$ cat src/logic/eepl_regs.svh
`ifndef EEPL_REGS_SVH
`define EEPL_REGS_SVH

// register byte offsets on the AXI4-Lite slave
`define EEPL_OFF_ACR 8'h00
`define EEPL_OFF_DIVH 8'h04
`define EEPL_OFF_DIVL 8'h08
`define EEPL_OFF_STAT 8'h0c

// eeprom-side addresses
`define EEPL_ARRAY_LO 16'h0800
`define EEPL_ARRAY_HI 16'h09ff
`define EEPL_SECURE_LO 16'h08f0
`define EEPL_SECURE_HI 16'h08ff
`define EEPL_ADDR_CFG_NV 16'h0a00
`define EEPL_ADDR_DIVH_NV 16'h0a01
`define EEPL_ADDR_DIVL_NV 16'h0a02

// field positions
`define EEPL_BLK_SHIFT 7
`define EEPL_BLK_LSB_IDX 9'h000
`define EEPL_LOCK_BIT 4
`define EEPL_DIVSEC_BIT 7

// reset values of the volatile copies (erased cells read as one)
`define EEPL_ACR_RST 8'hff
`define EEPL_DIVH_RST 8'hff
`define EEPL_DIVL_RST 8'hff

// axi responses
`define EEPL_RESP_OKAY 2'b00
`define EEPL_RESP_SLVERR 2'b10

`endif

$ cat src/logic/eepl_pkg.sv
package eepl_pkg;

  // access kinds the processor core issues to the eeprom
  typedef enum logic [2:0] {
    EEPL_OP_READ,
    EEPL_OP_PROG_BYTE,
    EEPL_OP_ERASE_BYTE,
    EEPL_OP_ERASE_BLOCK,
    EEPL_OP_ERASE_BULK
  } eepl_op_t;

  // outcome of a protection check
  typedef enum logic [2:0] {
    EEPL_OK,
    EEPL_DENY_SECURE,
    EEPL_DENY_CFG_LOCK,
    EEPL_DENY_MULTI_ERASE,
    EEPL_DENY_BLOCK,
    EEPL_DENY_DIV_LOCK,
    EEPL_DENY_UNMAPPED
  } eepl_reason_t;

  typedef struct packed {
    eepl_op_t op;
    logic [15:0] addr;
  } eepl_req_t;

  typedef struct packed {
    logic granted;
    logic hv_start;
    eepl_reason_t reason;
  } eepl_resp_t;

  // volatile array configuration copy; lock bit low means armed
  typedef struct packed {
    logic [2:0] spare;
    logic lock_n;
    logic [3:0] block_protect_bits;
  } eepl_acr_t;

endpackage : eepl_pkg

$ cat src/logic/eepl_protect.sv
// Chosen here: the register offsets and the AXI4-Lite register port.
`timescale 1ns/1ps
`include "eepl_regs.svh"

// Operation
// 0x08F0-0x08FF is the secured region
// armed lock refuses program/erase in secured region
// secured region still reads normally
// armed lock blocks config register program/erase
// armed lock rejects block and bulk erase
// armed: byte ops allowed outside protected blocks
// armed lock freezes configuration register settings
// four 128-byte blocks, protect bit inhibits
// protect bit n covers block n upward; the code protects block n only
// protect applied at reset or config read
// armed divider secure bit reloads as zero
// divider security blocks divider nonvolatile program/erase
// divider security ignores volatile divider writes
// reset copies nonvolatile into volatile registers
// programmed cell is zero, erased is one
// refused request starts no high voltage
module eepl_protect
  import eepl_pkg::*;
(
  input wire logic aclk,
  input wire logic aresetn,
  input wire logic ce,
  // axi4-lite slave
  input wire logic [7:0] s_axi_awaddr,
  input wire logic s_axi_awvalid,
  output logic s_axi_awready,
  input wire logic [31:0] s_axi_wdata,
  input wire logic [3:0] s_axi_wstrb,
  input wire logic s_axi_wvalid,
  output logic s_axi_wready,
  output logic [1:0] s_axi_bresp,
  output logic s_axi_bvalid,
  input wire logic s_axi_bready,
  input wire logic [7:0] s_axi_araddr,
  input wire logic s_axi_arvalid,
  output logic s_axi_arready,
  output logic [31:0] s_axi_rdata,
  output logic [1:0] s_axi_rresp,
  output logic s_axi_rvalid,
  input wire logic s_axi_rready,
  // nonvolatile cell contents from the array
  input wire logic [7:0] array_config_nonvolatile,
  input wire logic [7:0] divider_high_nonvolatile,
  input wire logic [7:0] divider_low_nonvolatile,
  // eeprom access requests from the core
  input wire logic req_valid,
  input wire eepl_req_t req,
  output logic req_ready,
  output logic resp_valid,
  output eepl_resp_t resp,
  // divider value to the timebase generator
  output logic [15:0] divider_value
);

  eepl_acr_t acr_q;
  logic [7:0] divh_q;
  logic [7:0] divl_q;
  logic load_pend_q;
  logic req_fire;
  eepl_reason_t chk;
  logic armed;
  logic div_armed;
  logic resp_valid_q;
  eepl_resp_t resp_q;
  logic [7:0] deny_cnt_q;
  eepl_reason_t last_deny_q;

  // protection decision for one access
  function automatic eepl_reason_t check(input eepl_req_t r, input eepl_acr_t a,
                                         input logic dsec);
    logic in_array;
    logic [1:0] blk;
    logic lock;
    logic multi;
    in_array = (r.addr >= `EEPL_ARRAY_LO) && (r.addr <= `EEPL_ARRAY_HI);
    blk = r.addr[`EEPL_BLK_SHIFT+1:`EEPL_BLK_SHIFT];
    lock = ~a.lock_n;
    multi = (r.op == EEPL_OP_ERASE_BLOCK) || (r.op == EEPL_OP_ERASE_BULK);
    if (r.op == EEPL_OP_READ) begin
      check = EEPL_OK;
    end else if (r.addr == `EEPL_ADDR_CFG_NV) begin
      check = lock ? EEPL_DENY_CFG_LOCK : EEPL_OK;
    end else if (r.addr == `EEPL_ADDR_DIVH_NV || r.addr == `EEPL_ADDR_DIVL_NV) begin
      check = dsec ? EEPL_DENY_DIV_LOCK : EEPL_OK;
    end else if (!in_array) begin
      check = EEPL_DENY_UNMAPPED;
    end else if (lock && multi) begin
      check = EEPL_DENY_MULTI_ERASE;
    end else if (lock && r.addr >= `EEPL_SECURE_LO && r.addr <= `EEPL_SECURE_HI) begin
      check = EEPL_DENY_SECURE;
    end else if (r.op == EEPL_OP_ERASE_BULK && (|a.block_protect_bits)) begin
      check = EEPL_DENY_BLOCK;
    end else if (a.block_protect_bits[blk]) begin
      check = EEPL_DENY_BLOCK;
    end else begin
      check = EEPL_OK;
    end
  endfunction : check

  assign armed = ~acr_q.lock_n;
  assign div_armed = ~divh_q[`EEPL_DIVSEC_BIT];
  assign chk = check(req, acr_q, div_armed);
  // requests wait until the reset-time copy has been made
  assign req_ready = ce & ~load_pend_q;
  assign req_fire = req_valid & req_ready;
  assign resp_valid = resp_valid_q;
  assign resp = resp_q;
  assign divider_value = {divh_q, divl_q};

  // one load cycle after reset release; the copy is taken clocked, never in reset
  always_ff @(posedge aclk) begin
    if (!aresetn) begin
      load_pend_q <= 1'b1;
    end else if (ce) begin
      load_pend_q <= 1'b0;
    end
  end

  // volatile array configuration: reset copy or refresh on config read
  always_ff @(posedge aclk) begin
    if (!aresetn) begin
      acr_q <= `EEPL_ACR_RST;
    end else if (ce) begin
      if (load_pend_q) begin
        acr_q <= array_config_nonvolatile;
      end else if (req_fire && req.op == EEPL_OP_READ && req.addr == `EEPL_ADDR_CFG_NV
                   && !armed) begin
        acr_q <= array_config_nonvolatile;
      end
    end
  end

  // request answer, registered one cycle after acceptance
  always_ff @(posedge aclk) begin
    if (!aresetn) begin
      resp_valid_q <= 1'b0;
      resp_q <= '0;
    end else if (ce) begin
      resp_valid_q <= req_fire;
      if (req_fire) begin
        resp_q.granted <= (chk == EEPL_OK);
        resp_q.hv_start <= (chk == EEPL_OK) && (req.op != EEPL_OP_READ);
        resp_q.reason <= chk;
      end
    end
  end

  // refusal bookkeeping for software
  always_ff @(posedge aclk) begin
    if (!aresetn) begin
      deny_cnt_q <= 8'h00;
      last_deny_q <= EEPL_OK;
    end else if (ce && req_fire && chk != EEPL_OK) begin
      deny_cnt_q <= deny_cnt_q + 8'h01; // wraps; software takes differences
      last_deny_q <= chk;
    end
  end

  // ---- axi4-lite write channel: address and data taken in either order
  logic aw_have_q;
  logic w_have_q;
  logic [7:0] aw_addr_q;
  logic [7:0] w_data_q;
  logic w_strb0_q;
  logic bvalid_q;
  logic [1:0] bresp_q;
  logic wr_do;

  assign s_axi_awready = ce & ~aw_have_q & ~bvalid_q;
  assign s_axi_wready = ce & ~w_have_q & ~bvalid_q;
  assign s_axi_bvalid = bvalid_q;
  assign s_axi_bresp = bresp_q;
  assign wr_do = ce & aw_have_q & w_have_q & ~bvalid_q;

  always_ff @(posedge aclk) begin
    if (!aresetn) begin
      aw_have_q <= 1'b0;
      w_have_q <= 1'b0;
      aw_addr_q <= 8'h00;
      w_data_q <= 8'h00;
      w_strb0_q <= 1'b0;
      bvalid_q <= 1'b0;
      bresp_q <= `EEPL_RESP_OKAY;
    end else if (ce) begin
      if (s_axi_awvalid && s_axi_awready) begin
        aw_have_q <= 1'b1;
        aw_addr_q <= s_axi_awaddr;
      end
      if (s_axi_wvalid && s_axi_wready) begin
        w_have_q <= 1'b1;
        w_data_q <= s_axi_wdata[7:0];
        w_strb0_q <= s_axi_wstrb[0];
      end
      if (wr_do) begin
        aw_have_q <= 1'b0;
        w_have_q <= 1'b0;
        bvalid_q <= 1'b1;
        case (aw_addr_q)
          `EEPL_OFF_ACR, `EEPL_OFF_DIVH, `EEPL_OFF_DIVL, `EEPL_OFF_STAT: begin
            bresp_q <= `EEPL_RESP_OKAY;
          end
          default: begin
            bresp_q <= `EEPL_RESP_SLVERR;
          end
        endcase
      end else if (bvalid_q && s_axi_bready) begin
        bvalid_q <= 1'b0;
      end
    end
  end

  // volatile divider registers; secure bit only comes from the nonvolatile copy
  always_ff @(posedge aclk) begin
    if (!aresetn) begin
      divh_q <= `EEPL_DIVH_RST;
      divl_q <= `EEPL_DIVL_RST;
    end else if (ce) begin
      if (load_pend_q) begin
        divh_q <= divider_high_nonvolatile;
        divl_q <= divider_low_nonvolatile;
      end else if (wr_do && w_strb0_q && !div_armed) begin
        if (aw_addr_q == `EEPL_OFF_DIVH) begin
          divh_q[6:0] <= w_data_q[6:0];
        end
        if (aw_addr_q == `EEPL_OFF_DIVL) begin
          divl_q <= w_data_q;
        end
      end
    end
  end

  // ---- axi4-lite read channel
  logic rvalid_q;
  logic [31:0] rdata_q;
  logic [1:0] rresp_q;

  assign s_axi_arready = ce & ~rvalid_q;
  assign s_axi_rvalid = rvalid_q;
  assign s_axi_rdata = rdata_q;
  assign s_axi_rresp = rresp_q;

  always_ff @(posedge aclk) begin
    if (!aresetn) begin
      rvalid_q <= 1'b0;
      rdata_q <= 32'h0000_0000;
      rresp_q <= `EEPL_RESP_OKAY;
    end else if (ce) begin
      if (s_axi_arvalid && s_axi_arready) begin
        rvalid_q <= 1'b1;
        rresp_q <= `EEPL_RESP_OKAY;
        case (s_axi_araddr)
          `EEPL_OFF_ACR: rdata_q <= {24'h000000, acr_q};
          `EEPL_OFF_DIVH: rdata_q <= {24'h000000, divh_q};
          `EEPL_OFF_DIVL: rdata_q <= {24'h000000, divl_q};
          `EEPL_OFF_STAT: rdata_q <= {16'h0000, 4'h0, div_armed, last_deny_q, deny_cnt_q};
          default: begin
            rdata_q <= 32'h0000_0000;
            rresp_q <= `EEPL_RESP_SLVERR;
          end
        endcase
      end else if (rvalid_q && s_axi_rready) begin
        rvalid_q <= 1'b0;
      end
    end
  end

  logic in_sec;
  logic is_pe;
  assign in_sec = req.addr >= `EEPL_SECURE_LO && req.addr <= `EEPL_SECURE_HI;
  assign is_pe = req.op != EEPL_OP_READ;
endmodule : eepl_protect

$ cat config.mk
export PLATFORM = sky130hd
export DESIGN_NAME = eepl_protect
export DESIGN_NICKNAME = d
export VERILOG_FILES = /design/src/logic/eepl_pkg.sv /design/src/logic/eepl_protect.sv
export VERILOG_INCLUDE_DIRS = /design/src /design/src/logic
export SDC_FILE = /design/constraint.sdc
export NUM_CORES = 1
export LEC_CHECK = 0
export BUFFER_PORTS_ARGS = -buffer_cell sky130_fd_sc_hd__buf_2
export CELL_PAD_IN_SITES_DETAIL_PLACEMENT = 1
export CELL_PAD_IN_SITES_GLOBAL_PLACEMENT = 1
export CORE_MARGIN = 3
export CORE_UTILIZATION = 36
export CTS_CLUSTER_SIZE = 28
export DETAILED_ROUTE_END_ITERATION = 10
export GPL_ROUTABILITY_DRIVEN = 0
export PLACE_DENSITY = 0.94
export SYNTH_ARGS = -nofsm -noshare
export SYNTH_HDL_FRONTEND = slang
export SYNTH_SLANG_ARGS = --single-unit
$ cat constraint.sdc
create_clock -name aclk -period 5.95 [get_ports aclk]
set_input_delay 1.4875 -clock aclk [delete_from_list [all_inputs] [get_ports aclk]]
set_output_delay 1.4875 -clock aclk [all_outputs]
set_load 0.005 [all_outputs]
; Word level (Yosys, flattened, before mapping)
; Index checks and enable logic that the tools add are counted.
[word_totals]
reg_bits = 99
latch_bits = 0
ramBits = 0
rom_bits = 0
inputBits = 104
output_inout_bits = 64
word_cells = 138
mem_count = 0
[classes]
addsub = 1
n_mul = 0
div_mod_pow = 0
order_cmp = 5
eq_ne = 11
shift = 0
muxes = 31
n_bitwise = 17
n_reduce_logical = 50
[ops]
columns = op, count
row1 = "16-bit by 12-bit equality test with 1-bit output, second input constant", 3
row2 = 12-bit case mux with 4 select lines, 1
row3 = 8-bit 2-to-1 mux, 5
row4 = "8-bit by 4-bit equality test with 1-bit output, second input constant", 4
row5 = "16-bit by 12-bit greater-or-equal comparator with 1-bit output, second input constant", 2
row6 = "16-bit by 12-bit <= comparator with 1-bit output, second input constant", 2
row7 = 3-bit 2-to-1 mux, 9
row8 = 2-bit AND reduction, 11
row9 = 7-bit 2-to-1 mux, 3
row10 = 1-bit logical AND, 18
row11 = "8-bit by 3-bit equality test with 1-bit output, second input constant", 2
row12 = 8-bit zero test, 2
row13 = 2-bit nonzero test, 8
row14 = 4-bit OR reduction, 3
row15 = 1-bit bitwise AND, 10
row16 = 1-bit 2-to-1 mux, 9
row17 = "8-bit by 1-bit adder with 8-bit output, second input constant", 1
row18 = 1-bit NOT, 7
row19 = 3-bit zero test, 2
row20 = 2-bit 2-to-1 mux, 3
row21 = 3-bit AND reduction, 2
row22 = 3-bit nonzero test, 2
row23 = "3-bit by 2-bit equality test with 1-bit output, second input constant", 1
row24 = "3-bit equality test, second input constant", 1
row25 = 3 further kinds, 4

; Logic depth before layout (Yosys ltp)
; Gate-level depths: netlist (run 1).
[logic_depth]
depth_word = 12
depth_mapped = 7
depth_no_buf = 6

; Worst setup path before layout (run 1)
; Ideal clock, no wire load.
[synth_path]
kind = input port to flip-flop
start = input req[10] (netlist bit)
end = register deny_cnt_q[4]
setup_time_ns = 0.072
arrival_time_ns = 3.415
t_required_ns = 5.878
path_slack_ns = 2.464
cell_stages = 7
path_buffers = 1
path_cell_list = or4b_4 -> nand4b_4 -> or3_4 -> a211o_1 -> buf_6 -> a31oi_1 -> mux2i_1
[synth_between]
elab_chain_len = 11
elab_cells_between_ends = 19
classes_between = order compare: 4 / eq/ne: 3 / mux: 6 / reduce/logical: 6
[synth_rtl]
columns = item, line
row1 = from (decl), eepl_protect.sv:52  ; input wire eepl_req_t req,
row2 = 16-bit by 12-bit greater-or-equal comparator with 1-bit output (no line), -
row3 = 1-bit logical AND (no line) (2 in series), -
row4 = 3-bit 2-to-1 mux, eepl_protect.sv:94  ; end else if (lock && r.addr >= `EEPL_SECURE_LO && r.addr <= `EEPL_SECURE_HI) begin
row5 = 3-bit 2-to-1 mux, eepl_protect.sv:92  ; end else if (lock && multi) begin
row6 = 3-bit 2-to-1 mux, eepl_protect.sv:90  ; end else if (!in_array) begin
row7 = 3-bit 2-to-1 mux, eepl_protect.sv:88  ; end else if (r.addr == `EEPL_ADDR_DIVH_NV || r.addr == `EEPL_ADDR_DIVL_NV) begin
row8 = 3-bit 2-to-1 mux (*), eepl_protect.sv:86  ; end else if (r.addr == `EEPL_ADDR_CFG_NV) begin
row9 = 3-bit 2-to-1 mux (*), eepl_protect.sv:84  ; if (r.op == EEPL_OP_READ) begin
row10 = 3-bit nonzero test (*), eepl_protect.sv:158  ; end else if (ce && req_fire && chk != EEPL_OK) begin
row11 = 1-bit logical AND (*), eepl_protect.sv:158
row12 = to (signal assigned), eepl_protect.sv:159  ; deny_cnt_q <= deny_cnt_q + 8'h01;
row13 = to (decl), eepl_protect.sv:70  ; logic [7:0] deny_cnt_q;
; Mark *: on every way between the ends. The rest lies on a longest branch, timed or not.
; A chain may end at the register's enable or synchronous reset.

; Worst setup path in the final report (run 1)
[layout_path]
start = input ce
end = output s_axi_awready
[layout_between]
elab_chain_len = 2
[layout_rtl]
columns = item, line
row1 = from (decl), eepl_protect.sv:27  ; input wire logic ce,
row2 = 1-bit bitwise AND (2 in series), eepl_protect.sv:174  ; assign s_axi_awready = ce & ~aw_have_q & ~bvalid_q;
row3 = to (decl), eepl_protect.sv:31  ; output logic s_axi_awready,
; No other way between the ends.

==> flow_summary.ini, run 1 <==
[outcome]
outcome = finished clean

[clock_tree]
cts.clk_slew.worst_paths_ns = 0.09
clock_insertion_delay_worst_skew_ns = 0.35
cts_repair_resize_count = 0
cts-hold-fix-buffers = 0
numCtsBuffers = 9
tritoncts_clock_tree = built
clockBufferDepth = 2
clock-root-buffer = sky130_fd_sc_hd__clkbuf_8
ctsHtreeMaxLevel = 3
post-cts-setup-buffers = 0
clock_sinks = 77

[worst_setup_path]
slowest_stage_cell_on_the_critical_path = sky130_fd_sc_hd__buf_2
path_buf_inv = 2
timing.critical_path.mode_cell = sky130_fd_sc_hd__buf_2
critPathCaptureType = output port
crit_path_cell_trace = buf_2 > nand2b_1 > nor2_1 > buf_2
path_max_fanout = 13
r2r-start = acr_q[3]
critPathRequiredTime_ns = 4.46
critPathArrivalTime_ns = 2.22
crit_path_max_incr_delay_ns = 0.25
crit_path_class = in2out
timing.critical_path.from_type = primary input
timing.critical_path.from = ce
critPathTopFamily = buffers and inverters

[die]
pin_count = 168
rows = 36
die_x_um = 107
floorplan.die.height_um = 107
floorplan_core_area_sq_mm = 0.00986
design.die.area_sq_mm = 0.0115
initial_utilization_pct = 37.4

[sta]
rsz0062_at_grt = no
slew_violations = 0
peak_clock_frequency_supported_by_timing_mhz = 270
report.final.hold_viol_count = 0
worst-slew-pin-transition_ns = 0.881
worst_slew_margin_rel_pct = 40.9
final_min_period_over_clock_period_pct = 62.3
final_period_minus_worst_setup_slack_ns = 3.70
timing.final.setup_violations = 0
setup_slack_ns = 2.25
worst_clock_skew_ns = 0.0132
setup-tns-final_ns = 0

[finish]
antennaDiodeCount = 0
fillerInstances = 1247
drive_gt1_share_pct = 29.2
syn2layout_area_growth_pct = 21.5
finish.utilization_pct = 45.4
nets = 648

[logic_synthesis]
postSynthCellCount = 433
synth_flop_cell = sky130_fd_sc_hd__dfxtp_1
ys_top_cells_by_area = sky130_fd_sc_hd__dfxtp_1, sky130_fd_sc_hd__nand2_1, sky130_fd_sc_hd__buf_4
synth_sequential_area_ratio_pct = 41.8
yosys.area.top_type = sky130_fd_sc_hd__dfxtp_1
yosys_warnings = 0
netlist.area_leader.share_pct = 41.8
async_flop_share_pct = 0
mean_syn_cell_area_sq_um = 8.52
synth_cell_types = 57
post_synth_edffs = 0
yosys_register_bits = 77
synth_area_sq_mm = 0.00369

[global_route]
number_of_global_route_vias_before_repair = 3707
grt_max_degree = 40
gr_ovfl_total = 0
track_usage_pct = 20.3
grt_pass1_wl_mm = 18.5
antenna_violations_before_repair = 0

[power_and_ir_drop]
power.density_cell_area_mw_per_mm2 = 245
power.leakage_nw = 1.98
vdd_drop_max_uv = 125

[place]
place.port_buffers = 118
dp_hpwl_mm = 9.12
pre_cts_slack_ns = 2.13

[worst_hold_path]
worst_hold_startpoint = resp[3]
hold_class = reg2reg

[route]
avgViaCountPerCell = 5.13
drc_errors = 0
route.final.wire_length_mm = 11.5
detail-route-antenna-nets = 0
drt-initial-drc-count = 130
dr.pass1.iters = 4
detail_route.wl_per_cell_um = 16.9
num_vias = 3492

[flow_run]
cap_violations = 0
## flip-flops by register name, summed over array words and instances, names as in the netlist, 3 cells and up
signal,flops
resp,5
divl_q,8
last_deny_q,3
acr_q,8
aw_addr_q,8
divh_q,8
w_data_q,8
deny_cnt_q,8
s_axi_rdata,12
## worst register-to-register path, stage by stage, from the launching register on
cell                        delay, ns
sky130_fd_sc_hd__dfxtp_1         0.35
sky130_fd_sc_hd__or4_1           0.54
sky130_fd_sc_hd__a2111oi_0       0.51
sky130_fd_sc_hd__a21oi_1         0.14
sky130_fd_sc_hd__and4_1          0.32
sky130_fd_sc_hd__o311a_1         0.40
sky130_fd_sc_hd__mux2i_1         0.12
## cells in the mapped netlist, types with 2 or more instances
| cell type | instances |
|---|---|
| sky130_fd_sc_hd__a21oi_1 | 31 |
| sky130_fd_sc_hd__a22oi_1 | 11 |
| sky130_fd_sc_hd__a31oi_1 | 6 |
| sky130_fd_sc_hd__and2_1 | 2 |
| sky130_fd_sc_hd__and3_1 | 15 |
| sky130_fd_sc_hd__and4_1 | 2 |
| sky130_fd_sc_hd__buf_4 | 25 |
| sky130_fd_sc_hd__clkbuf_1 | 15 |
| sky130_fd_sc_hd__dfxtp_1 | 77 |
| sky130_fd_sc_hd__mux2i_1 | 15 |
| sky130_fd_sc_hd__mux4_2 | 8 |
| sky130_fd_sc_hd__nand2_1 | 88 |
| sky130_fd_sc_hd__nand2b_1 | 8 |
| sky130_fd_sc_hd__nand3_1 | 7 |
| sky130_fd_sc_hd__nand4_1 | 7 |
| sky130_fd_sc_hd__nor2_1 | 41 |
| sky130_fd_sc_hd__nor2b_1 | 2 |
| sky130_fd_sc_hd__nor3_1 | 5 |
| sky130_fd_sc_hd__nor3b_1 | 2 |
| sky130_fd_sc_hd__nor4_1 | 3 |
| sky130_fd_sc_hd__o21ai_0 | 21 |
| sky130_fd_sc_hd__o31ai_1 | 2 |
| sky130_fd_sc_hd__or2b_2 | 3 |
| sky130_fd_sc_hd__or3_1 | 3 |
| sky130_fd_sc_hd__or4_1 | 2 |
## cell families after synthesis
kind of cell	share of synthesized area (%)
AO/OA/AOI/OAI	13.2
XOR/XNOR	0.237
adder cells (fa/ha/maj)	0.339
buffers and inverters	7.60
flip-flops	41.8
multiplexers	9.97
other	0.102
AND/OR/NAND/NOR	26.8
## stage by stage
| step | cell area [sq um] | total power [W] | std cells | hold slack, ns |
|---|---|---|---|---|
| 4_1_cts | 4480 | 0.00111 | 681 | 0.460 |
| 6_report | 4480 | 0.00110 | 681 | 0.458 |
| 3_5_place_dp | 4280 | 0.000711 | 665 | 0.448 |
| 2_1_floorplan | 3770 | 0.000654 | 454 | 0.434 |
| 5_1_grt | 4480 | 0.00115 | 681 | 0.489 |
| 3_3_place_gp | 4280 | 0.000701 | 665 | 0.443 |
## layer usage
layer	GRT usage [%]	routed length, um
met1	23.6	4760
met2	36.9	5920
met3	4.58	714
met4	6.30	137
met5	0	0
## layout by cell type, fill, tap and decap left out, types with 4 or more instances in the layout
master,instances
sky130_fd_sc_hd__o21ai_0,21
sky130_fd_sc_hd__a31oi_1,6
sky130_fd_sc_hd__buf_4,4
sky130_fd_sc_hd__buf_2,118
sky130_fd_sc_hd__conb_1,22
sky130_fd_sc_hd__dfxtp_1,77
sky130_fd_sc_hd__nand2_1,88
sky130_fd_sc_hd__nand4_1,7
sky130_fd_sc_hd__nor2_1,41
sky130_fd_sc_hd__nand2b_1,8
sky130_fd_sc_hd__and3_1,15
sky130_fd_sc_hd__mux4_2,8
sky130_fd_sc_hd__a21oi_1,31
sky130_fd_sc_hd__clkbuf_8,10
sky130_fd_sc_hd__a22oi_1,11
sky130_fd_sc_hd__nand3_1,7
sky130_fd_sc_hd__nor3_1,5
sky130_fd_sc_hd__mux2i_1,15
## area by class of cell
| cell class | instances | area [sq um] | area share [%] |
|---|---|---|---|
| multi-input combinational | 331 | 1950 | 43.4 |
| sequential | 77 | 1540 | 34.4 |
| timing repair buffer | 122 | 621 | 13.8 |
| tap | 133 | 166 | 3.71 |
| clock buffer | 10 | 138 | 3.07 |
| clock inverter | 6 | 62.6 | 1.40 |
| inverter | 2 | 7.51 | 0.167 |
## where the power goes
part	internal, W	switching, W
Clock	0.000204	0.000198
Combinational	0.0000646	0.0000753
Sequential	0.000537	0.0000221
Total	0.000805	0.000295
## path summary, 6_finish.rpt
check                  endpoint  slack [ns]  cells past startpoint
setup / recovery  s_axi_awready        2.25                      4
setup reg to reg  deny_cnt_q[3]        3.44                      6
hold / removal          resp[3]        0.46                      2
hold reg to reg         resp[3]        0.46                      2
(Power assumes the default switching activity.)
==> inputs of run 2 (changes only) <==
- CORE_UTILIZATION: 36 -> 33
- PLACE_DENSITY: 0.94 -> 0.88
- clock period: 5.95 -> 3.7 ns (I/O delays scaled with it)
==> flow_summary.ini, run 2 (synthesis results as in run 1) <==
[finish]
mostFrequentLayoutCells = sky130_fd_sc_hd__buf_2, sky130_fd_sc_hd__nand2_1, sky130_fd_sc_hd__dfxtp_1
antennaDiodeCount = 0
syn2layout_area_growth_pct = 22.5
nets = 651
layout.cells.most_common = sky130_fd_sc_hd__buf_2
drive_gt1_share_pct = 29.4
largest_register_ffs = 12
fillerInstances = 1333
layout.cell_area.non_filler_sq_mm = 0.00452
area_taken_by_flip_flops_and_latches_sq_mm = 0.00154
area_occupied_by_multi_input_gates_sq_mm = 0.00195

[worst_setup_path]
critical_path_cell_count = 7
crit_path_class = in2reg
path_max_fanout = 9
crit_path_end = deny_cnt_q[5]
path_buf_inv = 1
crit_path_cell_trace = buf_2 > nor4b_1 > nand4b_4 > or3_4 > a211o_1 > a31oi_1 > mux2i_1
critPathTopFamily = simple AND/OR/NAND/NOR gates
r2r-start = acr_q[4]
rr_worst_depth = 5
slowest_stage_cell_on_the_critical_path = sky130_fd_sc_hd__nor4b_1
critPathArrivalTime_ns = 3.18
critPathRequiredTime_ns = 3.99
timing.reg2reg.setup_slack_ns = 1.25
critPathCaptureType = flop
crit_path_max_incr_delay_ns = 0.59
timing.critical_path.from = req[4]
reg2reg_to = deny_cnt_q[5]
timing.critical_path.from_type = primary input

[clock_tree]
clock_sinks = 77
post-cts-setup-buffers = 0
clock-root-buffer = sky130_fd_sc_hd__clkbuf_8
ctsHtreeMaxLevel = 3
cts.clk_slew.worst_paths_ns = 0.08
clock_insertion_delay_worst_skew_ns = 0.35
cts-hold-fix-buffers = 0
clockBufferDepth = 2
numCtsBuffers = 9
cts_repair_resize_count = 0
tritoncts_clock_tree = built

[route]
avgViaCountPerCell = 5.09
wl_met3_um = 711
num_vias = 3495
detail-route-antenna-nets = 0
dr_wl_met2_mm = 5.78
drc_errors = 0
m1WireLength_mm = 4.78
detail_route.wl_per_cell_um = 16.8
route.final.wire_length_mm = 11.6
dr.pass1.iters = 4
highest-signal-layer = met4
drt-initial-drc-count = 157

[sta]
slew_violations = 0
worst_clock_skew_ns = 0.00834
rsz0062_at_grt = no
worst_slew_margin_rel_pct = 39.3
final_min_period_over_clock_period_pct = 78.3
setup-tns-final_ns = 0
final_period_minus_worst_setup_slack_ns = 2.90
worst-slew-pin-transition_ns = 0.905
timing.final.setup_violations = 0
report.final.hold_viol_count = 0
peak_clock_frequency_supported_by_timing_mhz = 345

[die]
floorplan.die.height_um = 112
pin_count = 168
design.die.area_sq_mm = 0.0125
die_x_um = 112
floorplan_core_area_sq_mm = 0.0106
rows = 37
initial_utilization_pct = 34.8

[power_and_ir_drop]
power.leakage_nw = 2.01
power.density_cell_area_mw_per_mm2 = 398
vdd_drop_max_uv = 192

[global_route]
grt_max_degree = 39
antenna_violations_before_repair = 0
track_usage_pct = 18.2
number_of_global_route_vias_before_repair = 3628
gr_ovfl_total = 0
grt_pass1_wl_mm = 18.5

[flow_run]
cap_violations = 0

[worst_hold_path]
worst_hold_startpoint = resp[3]
hold_class = reg2reg

[place]
post_dp_cell_area_sq_mm = 0.00431
place.port_buffers = 118
dp_hpwl_mm = 8.97

[outcome]
outcome = finished clean
## run 2: worst register-to-register path, delay by kind of cell (launching register included)
family           cells  cell delay (ns)
multiplexers         1             0.20
AND/OR/NAND/NOR      1             0.55
flip-flops           1             0.50
AO/OA/AOI/OAI        3             1.14
## run 2: per-stage QoR
| step | hold slack (ns) | std cells | setup WS (ns) | power, W | utilization, % |
|---|---|---|---|---|---|
| after floorplan | 0.434 | 454 | 0.776 | 0.00105 | - |
| after global placement | 0.443 | 671 | 0.520 | 0.00113 | 40.6 |
| after detailed placement | 0.449 | 671 | 0.448 | 0.00115 | 40.6 |
| after CTS | 0.460 | 687 | 0.823 | 0.00182 | 42.6 |
| after global routing | 0.488 | 687 | 0.663 | 0.00189 | 42.6 |
| final | 0.458 | 687 | 0.804 | 0.00180 | 42.6 |
## run 2: layout make-up
class,instances,area share [%]
multi-input cells,331,43.1
clock inverters,3,0.941
flip-flops and latches,77,34.1
repair buffers,125,14.2
clock buffers,13,3.74
inverters,2,0.166
well taps,136,3.76
## run 2: power by group
group          switching, W  internal [W]
Sequential        0.0000302      0.000863
Combinational      0.000126      0.000106
Clock              0.000309      0.000366
## run 2: how the worst min path moves through the flow
| stage | to | slack (ns) | cells after the start |
|---|---|---|---|
| after floorplan | w_data_q[7] | 0.43 | 2 |
| after global placement | w_data_q[6] | 0.44 | 2 |
| after detailed placement | w_data_q[2] | 0.45 | 2 |
| after CTS | w_data_q[2] | 0.46 | 2 |
| after global routing | aw_addr_q[5] | 0.49 | 2 |
| final | resp[3] | 0.46 | 2 |
## run 2: per-layer routing
metal	GRT usage, %	up-vias
met1	21.8	1631
met2	31.6	138
met4	7.30	0
li1	-	1705
met3	4.13	21
met5	0	-
